--- src/hw/wsw_pkg.sv ---
// Constants, register map and state codes for the watchdog sleep/wake block
// Summary of operation
// - Watchdog counts ticks of its own oscillator, also while main clock stops.
// - Time-out while running issues an internal full device reset.
// - Time-out while asleep wakes the device and execution continues.
// - Clearing the configuration enable bit disables the watchdog for good.
// - Unscaled time-out period is nominally 18 ms.
// - Software may assign the shared prescaler to the watchdog, up to 1:128.
// - Clear-watchdog and sleep instructions clear counter and assigned prescaler.
// - A time-out clears the timeout status flag.
// - Sleep entry clears watchdog, clears powerdown, sets timeout, stops oscillator, holds pins.
// - Watchdog reset never drives the external reset pin low.
// - Wake on external reset (resets), watchdog or enabled interrupt (continues).
// - Powerdown flag set at power-up, cleared by sleep instruction.
// - Instruction after sleep is prefetched and runs first after wake.
// - Only individually enabled interrupts wake, whatever the global enable.
// - After interrupt wake, branch to vector only if global enable set.
// - Interrupt pending and enabled at sleep entry wakes at once.
// - Every wake-up clears the watchdog counter.
// - Prescale register: assign bit 3, select bits 2..0, resets to all ones.
package wsw_pkg;
   // Register indices; byte address is four times the index
   localparam int unsigned WSW_IDX_W        = 16;
   localparam logic [15:0] WSW_IDX_STATUS   = 16'h0003;
   localparam logic [15:0] WSW_IDX_PRESCALE = 16'h0081;
   localparam logic [15:0] WSW_IDX_CONFIG   = 16'h2007;
   localparam int unsigned WSW_ADDR_W       = WSW_IDX_W + 2;

   // Field positions and reset values
   localparam int unsigned WSW_PSA_BIT      = 3;
   localparam int unsigned WSW_PS_LSB       = 0;
   localparam int unsigned WSW_PS_W         = 3;
   localparam int unsigned WSW_WATCHDOG_ENABLE_FUSE_BIT     = 3;
   localparam int unsigned WSW_TO_BIT       = 4;
   localparam int unsigned WSW_PD_BIT       = 3;
   localparam logic [7:0]  WSW_PRESCALE_RST = 8'hff;
   localparam logic [7:0]  WSW_CONFIG_RST   = 8'hff;
   localparam int unsigned WSW_PRE_W        = 7;

   // Timing: nominal period and default oscillator rate
   localparam int unsigned WSW_WDT_PERIOD_US = 18000;
   localparam int unsigned WSW_OSC_KHZ_DEF   = 1000;

   typedef enum logic [1:0] {
      WSW_ST_RUN   = 2'b01,
      WSW_ST_SLEEP = 2'b10
   } wsw_state_e;
endpackage : wsw_pkg

--- src/hw/wsw_wdog_if.sv ---
// Interface between the sleep/wake control and the watchdog counter
`timescale 1ns/1ps
`default_nettype none
interface wsw_wdog_if;
   logic       tick;
   logic       clear;
   logic       enable;
   logic       prescaler_assign;
   logic [2:0] ps;
   logic       timeout;
   modport ctl (output tick, output clear, output enable, output prescaler_assign, output ps,
                input timeout);
   modport cnt (input tick, input clear, input enable, input prescaler_assign, input ps,
                output timeout);
endinterface : wsw_wdog_if
`default_nettype wire

--- src/hw/wsw_sync.sv ---
// Two-flop synchroniser with rising-edge detector
`timescale 1ns/1ps
`default_nettype none
module wsw_sync #(
   parameter logic RST_VAL = 1'b0
) (
   input  wire logic clk,
   input  wire logic rst_n,
   input  wire logic din,
   output logic      level,
   output logic      rise
);
   logic meta_r;
   logic sync_r;
   logic hist_r;

   // First stage feeds only the second; edge taken from later stages
   always_ff @(posedge clk or negedge rst_n) begin
      if (!rst_n) begin
         meta_r <= RST_VAL;
         sync_r <= RST_VAL;
         hist_r <= RST_VAL;
      end else begin
         meta_r <= din;
         sync_r <= meta_r;
         hist_r <= sync_r;
      end
   end

   assign level = sync_r;
   assign rise  = sync_r & ~hist_r;
endmodule : wsw_sync
`default_nettype wire

--- src/hw/wsw_watchdog_sleep_wake.sv ---
// Top of the watchdog and sleep/wake control, with APB register access
`timescale 1ns/1ps
`default_nettype none
module wsw_watchdog_sleep_wake import wsw_pkg::*; #(
   parameter int unsigned NUM_IRQ      = 8,
   parameter int unsigned OSC_KHZ      = WSW_OSC_KHZ_DEF,
   parameter int unsigned PERIOD_TICKS = (WSW_WDT_PERIOD_US * OSC_KHZ) / 1000,
   parameter int unsigned CNT_W        = 16
) (
   input  wire logic                  SYS_CLK,
   input  wire logic                  RESET_N,
   input  wire logic                  PSEL,
   input  wire logic                  PENABLE,
   input  wire logic                  PWRITE,
   input  wire logic [WSW_ADDR_W-1:0] PADDR,
   input  wire logic [31:0]           PWDATA,
   output logic      [31:0]           PRDATA,
   output logic                       PREADY,
   output logic                       PSLVERR,
   input  wire logic                  WDOG_OSC,
   output logic                       WDOG_OSC_EN,
   input  wire logic                  EXT_RESET_N_PIN,
   input  wire logic                  CLR_WDT_INSTR,
   input  wire logic                  SLEEP_INSTR,
   input  wire logic [NUM_IRQ-1:0]    INT_ENABLE,
   input  wire logic [NUM_IRQ-1:0]    INT_FLAG,
   input  wire logic                  GLOBAL_INT_EN,
   output logic                       OSC_DRIVER_OFF,
   output logic                       IO_HOLD,
   output logic                       WAKE_PULSE,
   output logic                       WAKE_TO_VECTOR,
   output logic                       DEVICE_RESET
);
   if (NUM_IRQ < 1 || NUM_IRQ > 32) begin : g_bad_irq
      $error("NUM_IRQ out of range");
   end
   if (OSC_KHZ < 1) begin : g_bad_osc
      $error("OSC_KHZ must be positive");
   end

   // Byte-address match of an aligned register word
   function automatic logic reg_hit(input logic [WSW_ADDR_W-1:0] addr,
                                    input logic [WSW_IDX_W-1:0]  idx);
      reg_hit = (addr[1:0] == 2'b00) && (addr[WSW_ADDR_W-1:2] == idx);
   endfunction : reg_hit

   // Reset release through two flops; only the second copy is used
   logic rst_meta_r;
   logic rst_n;

   always_ff @(posedge SYS_CLK or negedge RESET_N) begin
      if (!RESET_N) begin
         rst_meta_r <= 1'b0;
         rst_n      <= 1'b0;
      end else begin
         rst_meta_r <= 1'b1;
         rst_n      <= rst_meta_r;
      end
   end

   // Pin inputs are asynchronous to SYS_CLK
   logic osc_tick;
   logic ext_rst_n_s;

   wsw_sync #(
      .RST_VAL (1'b0)
   ) u_osc_sync (
      .clk   (SYS_CLK),
      .rst_n (rst_n),
      .din   (WDOG_OSC),
      .level (),
      .rise  (osc_tick)
   );

   wsw_sync #(
      .RST_VAL (1'b1)
   ) u_pin_sync (
      .clk   (SYS_CLK),
      .rst_n (rst_n),
      .din   (EXT_RESET_N_PIN),
      .level (ext_rst_n_s),
      .rise  ()
   );

   // Register state
   logic [7:0] prescale_r;
   logic [7:0] prescale_nxt;
   logic [7:0] config_r;
   logic [7:0] config_nxt;
   logic       to_flag_r;
   logic       to_flag_nxt;
   logic       pd_flag_r;
   logic       pd_flag_nxt;
   logic [31:0] prdata_r;

   // Control state
   wsw_state_e state_r;
   wsw_state_e state_nxt;
   logic       wake_r;
   logic       wake_vec_r;
   logic       dev_rst_r;
   logic       dev_rst_nxt;
   logic       sleep_r;

   // APB decode
   logic       setup;
   logic       access;
   logic       hit_status;
   logic       hit_prescale;
   logic       hit_config;
   logic       mapped;
   logic       wr_en;
   logic [7:0] status_val;
   logic [31:0] rd_mux;

   assign setup        = PSEL & ~PENABLE;
   assign access       = PSEL & PENABLE;
   assign hit_status   = reg_hit(PADDR, WSW_IDX_STATUS);
   assign hit_prescale = reg_hit(PADDR, WSW_IDX_PRESCALE);
   assign hit_config   = reg_hit(PADDR, WSW_IDX_CONFIG);
   assign mapped       = hit_status | hit_prescale | hit_config;
   assign wr_en        = access & PWRITE & mapped;

   // Status bits read back at their own positions, rest zero
   assign status_val = (8'(to_flag_r) << WSW_TO_BIT) | (8'(pd_flag_r) << WSW_PD_BIT);
   assign rd_mux     = hit_status   ? {24'h000000, status_val} :
                       hit_prescale ? {24'h000000, prescale_r} :
                       hit_config   ? {24'h000000, config_r}   : 32'h00000000;

   // Zero-wait slave; unmapped access answers with an error
   assign PREADY  = 1'b1;
   assign PSLVERR = access & ~mapped;
   assign PRDATA  = prdata_r;

   // Register writes; enable bit can only be cleared, never set again
   assign prescale_nxt = (wr_en & hit_prescale) ? PWDATA[7:0] : prescale_r;
   always_comb begin
      config_nxt = config_r;
      if (wr_en & hit_config) begin
         config_nxt = PWDATA[7:0];
         config_nxt[WSW_WATCHDOG_ENABLE_FUSE_BIT] = PWDATA[WSW_WATCHDOG_ENABLE_FUSE_BIT] & config_r[WSW_WATCHDOG_ENABLE_FUSE_BIT];
      end
   end

   // Watchdog counter hookup
   wsw_wdog_if wif ();
   logic fuse_en;
   logic tout;
   logic pend;
   logic wdog_clear;

   assign fuse_en    = config_r[WSW_WATCHDOG_ENABLE_FUSE_BIT];
   assign tout       = wif.timeout;
   assign pend       = |(INT_ENABLE & INT_FLAG);
   assign wif.tick   = osc_tick & fuse_en;
   assign wif.enable = fuse_en;
   assign wif.prescaler_assign    = prescale_r[WSW_PSA_BIT];
   assign wif.ps     = prescale_r[WSW_PS_LSB +: WSW_PS_W];
   // Clear on instruction, sleep entry and every wake; reset also restarts it
   assign wif.clear  = wdog_clear;
   assign WDOG_OSC_EN = fuse_en;

   wsw_wdog_counter #(
      .PERIOD_TICKS (PERIOD_TICKS),
      .CNT_W        (CNT_W)
   ) u_counter (
      .clk   (SYS_CLK),
      .rst_n (rst_n),
      .wif   (wif)
   );

   // Run/sleep sequencing and flag updates
   logic wake_now;
   logic ext_rst;

   assign ext_rst = ~ext_rst_n_s;

   always_comb begin
      state_nxt   = state_r;
      to_flag_nxt = to_flag_r;
      pd_flag_nxt = pd_flag_r;
      dev_rst_nxt = 1'b0;
      wake_now    = 1'b0;
      wdog_clear  = CLR_WDT_INSTR;
      case (state_r)
         WSW_ST_RUN: begin
            if (ext_rst) begin
               dev_rst_nxt = 1'b1;
               wdog_clear  = 1'b1;
            end else if (SLEEP_INSTR) begin
               state_nxt   = WSW_ST_SLEEP;
               wdog_clear  = 1'b1;
               pd_flag_nxt = 1'b0;
               to_flag_nxt = 1'b1;
            end else if (CLR_WDT_INSTR) begin
               to_flag_nxt = 1'b1;
               pd_flag_nxt = 1'b1;
            end else if (tout) begin
               dev_rst_nxt = 1'b1;
               to_flag_nxt = 1'b0;
               wdog_clear  = 1'b1;
            end
         end
         WSW_ST_SLEEP: begin
            if (ext_rst) begin
               state_nxt   = WSW_ST_RUN;
               dev_rst_nxt = 1'b1;
               wdog_clear  = 1'b1;
            end else if (tout | pend) begin
               state_nxt   = WSW_ST_RUN;
               wake_now    = 1'b1;
               wdog_clear  = 1'b1;
               if (tout) begin
                  to_flag_nxt = 1'b0;
               end
            end
         end
         default: begin
            state_nxt  = WSW_ST_RUN;
            wdog_clear = 1'b1;
         end
      endcase
   end

   // Register and control flops
   always_ff @(posedge SYS_CLK or negedge rst_n) begin
      if (!rst_n) begin
         prescale_r <= WSW_PRESCALE_RST;
         config_r   <= WSW_CONFIG_RST;
         to_flag_r  <= 1'b1;
         pd_flag_r  <= 1'b1;
         prdata_r   <= 32'h00000000;
         state_r    <= WSW_ST_RUN;
         wake_r     <= 1'b0;
         wake_vec_r <= 1'b0;
         dev_rst_r  <= 1'b0;
         sleep_r    <= 1'b0;
      end else begin
         prescale_r <= prescale_nxt;
         config_r   <= config_nxt;
         to_flag_r  <= to_flag_nxt;
         pd_flag_r  <= pd_flag_nxt;
         prdata_r   <= setup ? rd_mux : prdata_r;
         state_r    <= state_nxt;
         wake_r     <= wake_now;
         wake_vec_r <= wake_now ? GLOBAL_INT_EN : wake_vec_r;
         dev_rst_r  <= dev_rst_nxt;
         sleep_r    <= (state_nxt == WSW_ST_SLEEP);
      end
   end

   // Core runs its prefetched next instruction on wake; vector flag follows
   assign WAKE_PULSE     = wake_r;
   assign WAKE_TO_VECTOR = wake_vec_r;
   // Internal reset only; the external pin is an input and never driven
   assign DEVICE_RESET   = dev_rst_r;
   // Oscillator driver off and pins frozen while asleep
   assign OSC_DRIVER_OFF = sleep_r;
   assign IO_HOLD        = sleep_r;

   tout_reset_a: assert property (@(posedge SYS_CLK) disable iff (!rst_n)
      (state_r == WSW_ST_RUN) && tout && !ext_rst && !SLEEP_INSTR && !CLR_WDT_INSTR
      |=> DEVICE_RESET && !WAKE_PULSE && !to_flag_r)
      else $error("run time-out gave no reset");

   sleep_wake_a: assert property (@(posedge SYS_CLK) disable iff (!rst_n)
      (state_r == WSW_ST_SLEEP) && tout && !ext_rst
      |=> WAKE_PULSE && !DEVICE_RESET && (state_r == WSW_ST_RUN) && !to_flag_r)
      else $error("sleep time-out did not wake");

   sleep_entry_a: assert property (@(posedge SYS_CLK) disable iff (!rst_n)
      (state_r == WSW_ST_RUN) && SLEEP_INSTR && !ext_rst
      |=> !pd_flag_r && to_flag_r && OSC_DRIVER_OFF && IO_HOLD)
      else $error("sleep entry effects missing");

   fuse_sticky_a: assert property (@(posedge SYS_CLK) disable iff (!rst_n)
      !fuse_en |=> !fuse_en)
      else $error("watchdog enable came back");

   int_wake_a: assert property (@(posedge SYS_CLK) disable iff (!rst_n)
      (state_r == WSW_ST_SLEEP) && pend && !ext_rst |=> WAKE_PULSE)
      else $error("enabled interrupt did not wake");

   no_wake_a: assert property (@(posedge SYS_CLK) disable iff (!rst_n)
      (state_r == WSW_ST_SLEEP) && !pend && !tout |=> !WAKE_PULSE)
      else $error("wake without cause");

   vec_sel_a: assert property (@(posedge SYS_CLK) disable iff (!rst_n)
      wake_now |=> WAKE_TO_VECTOR == $past(GLOBAL_INT_EN))
      else $error("vector choice wrong");

   early_wake_a: assert property (@(posedge SYS_CLK) disable iff (!rst_n)
      (state_r == WSW_ST_RUN) && SLEEP_INSTR && pend && !ext_rst
      |=> ##1 WAKE_PULSE)
      else $error("pending interrupt did not wake at once");

   wake_clear_a: assert property (@(posedge SYS_CLK) disable iff (!rst_n)
      wake_now |-> wdog_clear ##1 !tout)
      else $error("wake did not clear watchdog");

   ext_reset_a: assert property (@(posedge SYS_CLK) disable iff (!rst_n)
      ext_rst |=> DEVICE_RESET && (state_r == WSW_ST_RUN))
      else $error("external reset ignored");

   pd_sleep_a: assert property (@(posedge SYS_CLK) disable iff (!rst_n)
      $fell(pd_flag_r) |-> $past(SLEEP_INSTR) && $past(state_r == WSW_ST_RUN))
      else $error("powerdown cleared without sleep");
endmodule : wsw_watchdog_sleep_wake
`default_nettype wire

--- src/hw/wsw_wdog_counter.sv ---
// Watchdog prescaler and period counter, stepped by oscillator ticks
`timescale 1ns/1ps
`default_nettype none
module wsw_wdog_counter import wsw_pkg::*; #(
   parameter int unsigned PERIOD_TICKS = 18000,
   parameter int unsigned CNT_W        = 16
) (
   input  wire logic clk,
   input  wire logic rst_n,
   wsw_wdog_if.cnt   wif
);
   localparam logic [CNT_W-1:0] LAST = CNT_W'(PERIOD_TICKS - 1);

   if (PERIOD_TICKS < 2 || PERIOD_TICKS > (2 ** CNT_W)) begin : g_bad_period
      $error("PERIOD_TICKS does not fit CNT_W");
   end

   // Power-of-two terminal count of the prescaler
   function automatic logic [WSW_PRE_W-1:0] pre_mask(input logic [2:0] sel);
      pre_mask = WSW_PRE_W'((32'h1 << sel) - 32'h1);
   endfunction : pre_mask

   logic [WSW_PRE_W-1:0] pre_r;
   logic [WSW_PRE_W-1:0] pre_nxt;
   logic [CNT_W-1:0]     cnt_r;
   logic [CNT_W-1:0]     cnt_nxt;
   logic                 timeout_r;
   logic                 hold;
   logic                 pre_hit;
   logic                 scaled;
   logic                 base_hit;

   // Disabled or cleared counters sit at zero
   assign hold     = ~wif.enable | wif.clear;
   assign pre_hit  = ~wif.prescaler_assign | (pre_r == pre_mask(wif.ps));
   assign scaled   = wif.tick & pre_hit;
   assign base_hit = scaled & (cnt_r == LAST);
   assign pre_nxt  = (hold | ~wif.prescaler_assign | (wif.tick & pre_hit)) ? '0 :
                     (wif.tick ? pre_r + 1'b1 : pre_r);
   assign cnt_nxt  = (hold | base_hit) ? '0 : (scaled ? cnt_r + 1'b1 : cnt_r);

   always_ff @(posedge clk or negedge rst_n) begin
      if (!rst_n) begin
         pre_r     <= '0;
         cnt_r     <= '0;
         timeout_r <= 1'b0;
      end else begin
         pre_r     <= pre_nxt;
         cnt_r     <= cnt_nxt;
         timeout_r <= ~hold & base_hit;
      end
   end

   assign wif.timeout = timeout_r;

   clear_zero_a: assert property (@(posedge clk) disable iff (!rst_n)
      wif.clear |=> (cnt_r == '0) && (pre_r == '0))
      else $error("watchdog not cleared");
   fuse_quiet_a: assert property (@(posedge clk) disable iff (!rst_n)
      !wif.enable |=> !timeout_r && (cnt_r == '0))
      else $error("disabled watchdog active");
   period_hit_a: assert property (@(posedge clk) disable iff (!rst_n)
      timeout_r |-> $past(cnt_r) == LAST)
      else $error("time-out at wrong count");
endmodule : wsw_wdog_counter
`default_nettype wire

--- config.mk ---
export PLATFORM = sky130hd
export DESIGN_NAME = wsw_watchdog_sleep_wake
export DESIGN_NICKNAME = d
export VERILOG_FILES = /design/src/hw/wsw_pkg.sv /design/src/hw/wsw_wdog_if.sv /design/src/hw/wsw_sync.sv /design/src/hw/wsw_watchdog_sleep_wake.sv /design/src/hw/wsw_wdog_counter.sv
export SDC_FILE = /design/constraint.sdc
export NUM_CORES = 1
export LEC_CHECK = 0
export BUFFER_PORTS_ARGS = -buffer_cell sky130_fd_sc_hd__buf_4
export CORE_ASPECT_RATIO = 0.5
export CORE_MARGIN = 3
export CORE_UTILIZATION = 46
export CTS_CLUSTER_DIAMETER = 120
export CTS_CLUSTER_SIZE = 8
export DETAILED_ROUTE_END_ITERATION = 12
export GPL_ROUTABILITY_DRIVEN = 0
export PLACE_DENSITY = 0.84
export SYNTH_ARGS = -nofsm -noshare
export SYNTH_HDL_FRONTEND = slang
export SYNTH_HIERARCHICAL = 1
export SYNTH_SLANG_ARGS = --single-unit
--- constraint.sdc ---
create_clock -name SYS_CLK -period 2.2 [get_ports SYS_CLK]
set_clock_uncertainty 0.15 [all_clocks]
set_input_delay 0.44 -clock SYS_CLK [delete_from_list [all_inputs] [get_ports SYS_CLK]]
set_output_delay 0.44 -clock SYS_CLK [all_outputs]
set_load 0.05 [all_outputs]
Word level (Yosys, flattened, before mapping)
Cells that the tools add are included.
- output and inout port bits: 40
- logic and storage cells: 111
- memories: 0
- bits of input ports: 76
- register bits after elaboration: 87
- bits in latches: 0
- bits in writable memories: 0
- bits in read-only memories: 0
- div/mod/pow operators: 0
- bitwise operators: 29
- $lt $le $gt $ge: 0
- eq/ne operators: 11
- multipliers: 0
- $add $sub $neg: 3
- shift operators: 1
- multiplexer cells: 36
- reductions and logical operators: 11
- operators with widths (kind ; number):
    $mux W16 ; 2
    $mux W8 ; 3
    $mux W1 ; 21
    $add A16 B1 Y16 const B ; 1
    $eq A16 B14 Y1 const B ; 1
    $eq A16 B15 Y1 const B ; 1
    $eq A16 B2 Y1 const B ; 1
    $eq A16 B8 Y1 const B ; 1
    $mux W7 ; 2
    $and A1 B1 Y1 ; 13
    $and A8 B8 Y8 ; 1
    $mux W2 ; 4
    $or A1 B1 Y1 ; 8
    $reduce_bool A2 Y1 ; 4
    $reduce_or A8 Y1 ; 1
    $add A7 B1 Y7 const B ; 1
    $eq A7 B7 Y1 ; 1
    $shl A1 B3 Y7 const A ; 1
    $sub A7 B1 Y7 const B ; 1
    $not A1 Y1 ; 6
    $pmux W1 S2 ; 3
    $or A5 B4 Y5 ; 1
    $eq A2 B2 Y1 const B ; 2
    $ne A2 B1 Y1 const B ; 2
    7 further kinds ; 9

Logic depth before layout (Yosys ltp)
- depth after elaboration: 10
- mapped depth: 10
- mapped depth without buffers: 9

Cells and area by module
Netlist, hierarchy kept.
- modules (own cells, without submodules) (module ; sequential area each (um^2) ; times used ; cells an instance ; area each (um^2)):
    wsw_watchdog_sleep_wake ; 874.6 ; 1 ; 174 ; 1864.3
    wsw_wdog_counter ; 600.6 ; 1 ; 163 ; 1467.7
    wsw_sync at u_pin_sync ; 78.8 ; 1 ; 4 ; 92.6
    wsw_sync at u_osc_sync ; 75.1 ; 1 ; 4 ; 88.8

Worst setup path after synthesis
No wires, ideal clock.
- path type: input-to-reg
- start: input port INT_ENABLE[2]
- end: register u_counter.cnt_r[11]
- required time: 1.969 ns
- setup slack: -0.294 ns
- arrival time: 2.264 ns
- library setup time: 0.081 ns
- stages: 9
- buffers on the path: 2
- path through: a222oi_1 -> nand4b_1 -> a221o_1 -> nor2b_1 -> clkbuf_1 -> o311a_1 -> clkbuf_1 -> o21ai_0 -> a21oi_1
- longest elaborated chain between the ends: 9
- elaborated cells on any way between the ends: 10
- classes of those cells: mux: 4; bitwise: 4; reduce/logical: 2
- ends and longest elaborated chain (element ; RTL line ; RTL):
    from (decl) ; wsw_watchdog_sleep_wake.sv:25 ; input wire logic [NUM_IRQ-1:0] INT_ENABLE,
    $and A8 B8 Y8 (*) ; wsw_watchdog_sleep_wake.sv:154 ; assign pend = |(INT_ENABLE & INT_FLAG);
    $reduce_or A8 Y1 (*) ; wsw_watchdog_sleep_wake.sv:154 ;
    $or A1 B1 Y1 (*) ; wsw_watchdog_sleep_wake.sv:209 ; end else if (tout | pend) begin
    $mux W1 (*) ; wsw_watchdog_sleep_wake.sv:209 ;
    $mux W1 (*) ; wsw_watchdog_sleep_wake.sv:205 ; if (ext_rst) begin
    $pmux W1 S2 (*) ; wsw_watchdog_sleep_wake.sv:185 ; case (state_r)
    via wdog_clear ; wsw_watchdog_sleep_wake.sv:150 ; logic wdog_clear;
    $or A1 B1 Y1 (*) ; wsw_wdog_counter.sv:34 ; assign hold = ~wif.enable | wif.clear;
    $or A1 B1 Y1 (*) ; wsw_wdog_counter.sv:40 ; assign cnt_nxt = (hold | base_hit) ? '0 : (scaled ? cnt_r + 1'b1 : cnt_r);
    $mux W16 / $reduce_bool A2 Y1 (equally long branches) ; n/a ;
    to (signal assigned) ; wsw_wdog_counter.sv:49 ; cnt_r <= cnt_nxt;
    to (decl) ; wsw_wdog_counter.sv:25 ; logic [CNT_W-1:0] cnt_r;
Mark *: on every way through the listed nets, which the timed path passes. The rest lies on a longest branch.
A chain may end at the register's enable or synchronous reset.

Worst setup path after layout
- start: register prescale_r[1]
- end: register u_counter.cnt_r[12]
- longest elaborated chain between the ends: 8
- elaborated cells on any way between the ends: 9
- classes of those cells: add/sub: 1; eq/ne: 1; shift: 1; mux: 1; bitwise: 4; reduce/logical: 1
- ends and longest elaborated chain (element ; RTL line ; RTL):
    from (decl) ; wsw_watchdog_sleep_wake.sv:86 ; logic [7:0] prescale_r;
    from (signal assigned) ; wsw_watchdog_sleep_wake.sv:239 ; prescale_r <= prescale_nxt;
    $shl A1 B3 Y7 (*) ; wsw_wdog_counter.sv:20 ; pre_mask = WSW_PRE_W'((32'h1 << sel) - 32'h1);
    $sub A7 B1 Y7 (*) ; wsw_wdog_counter.sv:20 ;
    $eq A7 B7 Y1 (*) ; wsw_wdog_counter.sv:35 ; assign pre_hit = ~wif.prescaler_assign | (pre_r == pre_mask(wif.ps));
    $or A1 B1 Y1 (*) ; wsw_wdog_counter.sv:35 ;
    $and A1 B1 Y1 (*) ; wsw_wdog_counter.sv:36 ; assign scaled = wif.tick & pre_hit;
    $and A1 B1 Y1 ; wsw_wdog_counter.sv:37 ; assign base_hit = scaled & (cnt_r == LAST);
    $or A1 B1 Y1 ; wsw_wdog_counter.sv:40 ;
    $mux W16 / $reduce_bool A2 Y1 (equally long branches) ; n/a ;
Every way passes the cells marked *; elsewhere a longest branch is shown, timed or not.

==> results.tsv <==
metric	value	unit
postRouteAntennaNets	0	
die_area	8690	um2
worstRegToRegCells	7	
vias	3678	
syn_area	3470	um2
drt_iter0_drc	578	
peakVddDrop	0.422	mV
htree_levels	3	
grt_pass1_vias	3417	
vias_per_cell	6.46	
endpoint_kind	register	
hold_start	WDOG_OSC	
antenna_found_initial	0	
area_delta_synth_final	44.6	%
rows	21	
start_util	49.7	%
powerDensity	692	nW/um2
wl_per_cell	22.2	um
firstDrtPassIters	6	
cp-endpoint	u_counter/cnt_r[12]	
rsz0062_at_grt	yes	
hp-class	input port to register	
power_leakage	0.00222	uW
stdcell_count	569	
fp.dieW	129	um
drcViolationCount	0	
critPathKind	register to register	
fmax	389	MHz
post-route-util	71.9	%
finalNetCount	552	
slew_violations	0	
crit_fanout	7	
arrival	2.68	ns
io_buffers	66	
slew_headroom	64.3	%
grt_pass1_wl	17.8	mm
finalCritPeriodShare	117	%
cp-start-kind	register	
setup.worst_path.start	prescale_r[1]	
antenna_cells	0	
syn_avg_cell_area	10.1	um2
ios	116	
drive_gt1_share	49.1	%
dp_cells	534	
grt_max_degree	60	
maxCapViolCount	0	
post-route-min-period	2.57	ns
r2r-start	prescale_r[1]	
finalSetupViolCount	25	
insertion_delay	0.34	ns
hold_violations	0	
dp_hpwl	6.10	mm
cts_buffer_depth	2	
cts_tree	done	
die_y	67.4	um
yosysWarnings	6	
critPathRequiredTime	2.31	ns
core	6990	um2
cts_root_buf	clkbuf_16	
grt_overflow_total	0	
cts_buffers	9	
outcome	complete, but fails checks	
tightest_slew	0.531	ns
routed_wl	12.6	mm
syn_inst	343	
reg2reg_slack	-0.37	ns
violations	negative setup slack	
total_power	3480	uW
clk_pin_slew	0.06	ns
tns	-5.21	ns
grtUsageTotal	26.6	%
setup_ws	-0.368	ns
cts.sinks	63	
rr_endpoint	u_counter/cnt_r[12]	
[how the worst min path moves through the flow]
stage | to | slack [ns] | cells past startpoint
final | u_osc_sync/meta_r | 0.05 | 1
after CTS | u_pin_sync/meta_r | 0.05 | 1
after global routing | u_osc_sync/meta_r | 0.05 | 1
after global placement | WAKE_TO_VECTOR | -0.09 | 0
after detailed placement | WAKE_TO_VECTOR | -0.09 | 0
after floorplan | rst_meta_r | -0.006 | 0
[cell usage in the layout, fill, tap and decap left out, types with 3 or more instances in the layout]
cell         n
conb_1      26
o21ai_0     18
a21oi_2     10
a22oi_1      8
nand4_1      8
clkbuf_16    9
dfstp_2     21
nand3b_1     3
nand2_1     27
a31oi_1      3
nand3_1     10
inv_1        8
mux2_2      16
buf_6       12
or3_1        9
o21ai_1      5
a21oi_1     13
clkinv_2     3
buf_4      114
dfrtp_1     41
nor4b_1      3
xor2_1       4
nand4b_1     3
and3_1       8
nor2_1       8
[power breakdown]
group / switching [uW] / internal [uW] / leakage [uW]
combinational: 550 / 306 / 0.00130
sequential: 48.8 / 1240 / 0.000788
clock: 572 / 763 / 0.000136
total: 1170 / 2300 / 0.00222
[per-stage QoR]
| stage | cell area [um2] | setup WS [ns] | hold WS [ns] |
|---|---|---|---|
| after floorplan | 3570 | -0.175 | -0.00559 |
| after global placement | 4280 | -0.411 | -0.0949 |
| after detailed placement | 4280 | -0.417 | -0.0924 |
| after CTS | 4840 | -0.251 | 0.0514 |
| after global routing | 5020 | -0.437 | 0.0450 |
| final | 5020 | -0.368 | 0.0535 |
[final cells by class]
type / instances / area [um2]
Clock buffer: 9 / 225
Sequential cell: 63 / 1600
Clock inverter: 7 / 48.8
Tap cell: 92 / 115
Fill cell: 435 / 1970
Inverter: 9 / 33.8
Timing Repair Buffer: 131 / 1080
Multi-Input combinational cell: 258 / 1920
[routing by layer]
metal / routed length, um / global-route usage [%] / vias to the layer above / part of all wire, %
met5: 0 / 0 / - / 0
met4: 742 / 15.6 / 0 / 5.9
met3: 1280 / 6.79 / 83 / 10
met2: 6080 / 46.5 / 337 / 48
met1: 4520 / 30.1 / 1773 / 36
li1: - / - / 1485 / -
[critical path, cell delays in order, from the launching register on]
cell,delay (ns)
dfstp_2,0.43
buf_4,0.17
o21ai_0,0.34
o221ai_2,0.18
o311a_4,0.40
buf_12,0.14
or4b_4,0.53
a21oi_2,0.15
[flip-flops by register name (all words and copies together) (netlist names), 2 cells and up]
name / cells
u_counter/pre_r: 7
config_r: 8
prescale_r: 8
PRDATA: 8
state_r: 2
u_counter/cnt_r: 16
[timing repair]
action,CTS,global route
endpoints found under the setup margin,21,24
hold buffers,2,0
setup buffers,11,7
gates resized for setup,37,32
gates cloned,1,0
endpoints found under the hold margin,3,0
pin swaps,32,20
Note: power is estimated with default switching activity, not from simulation.
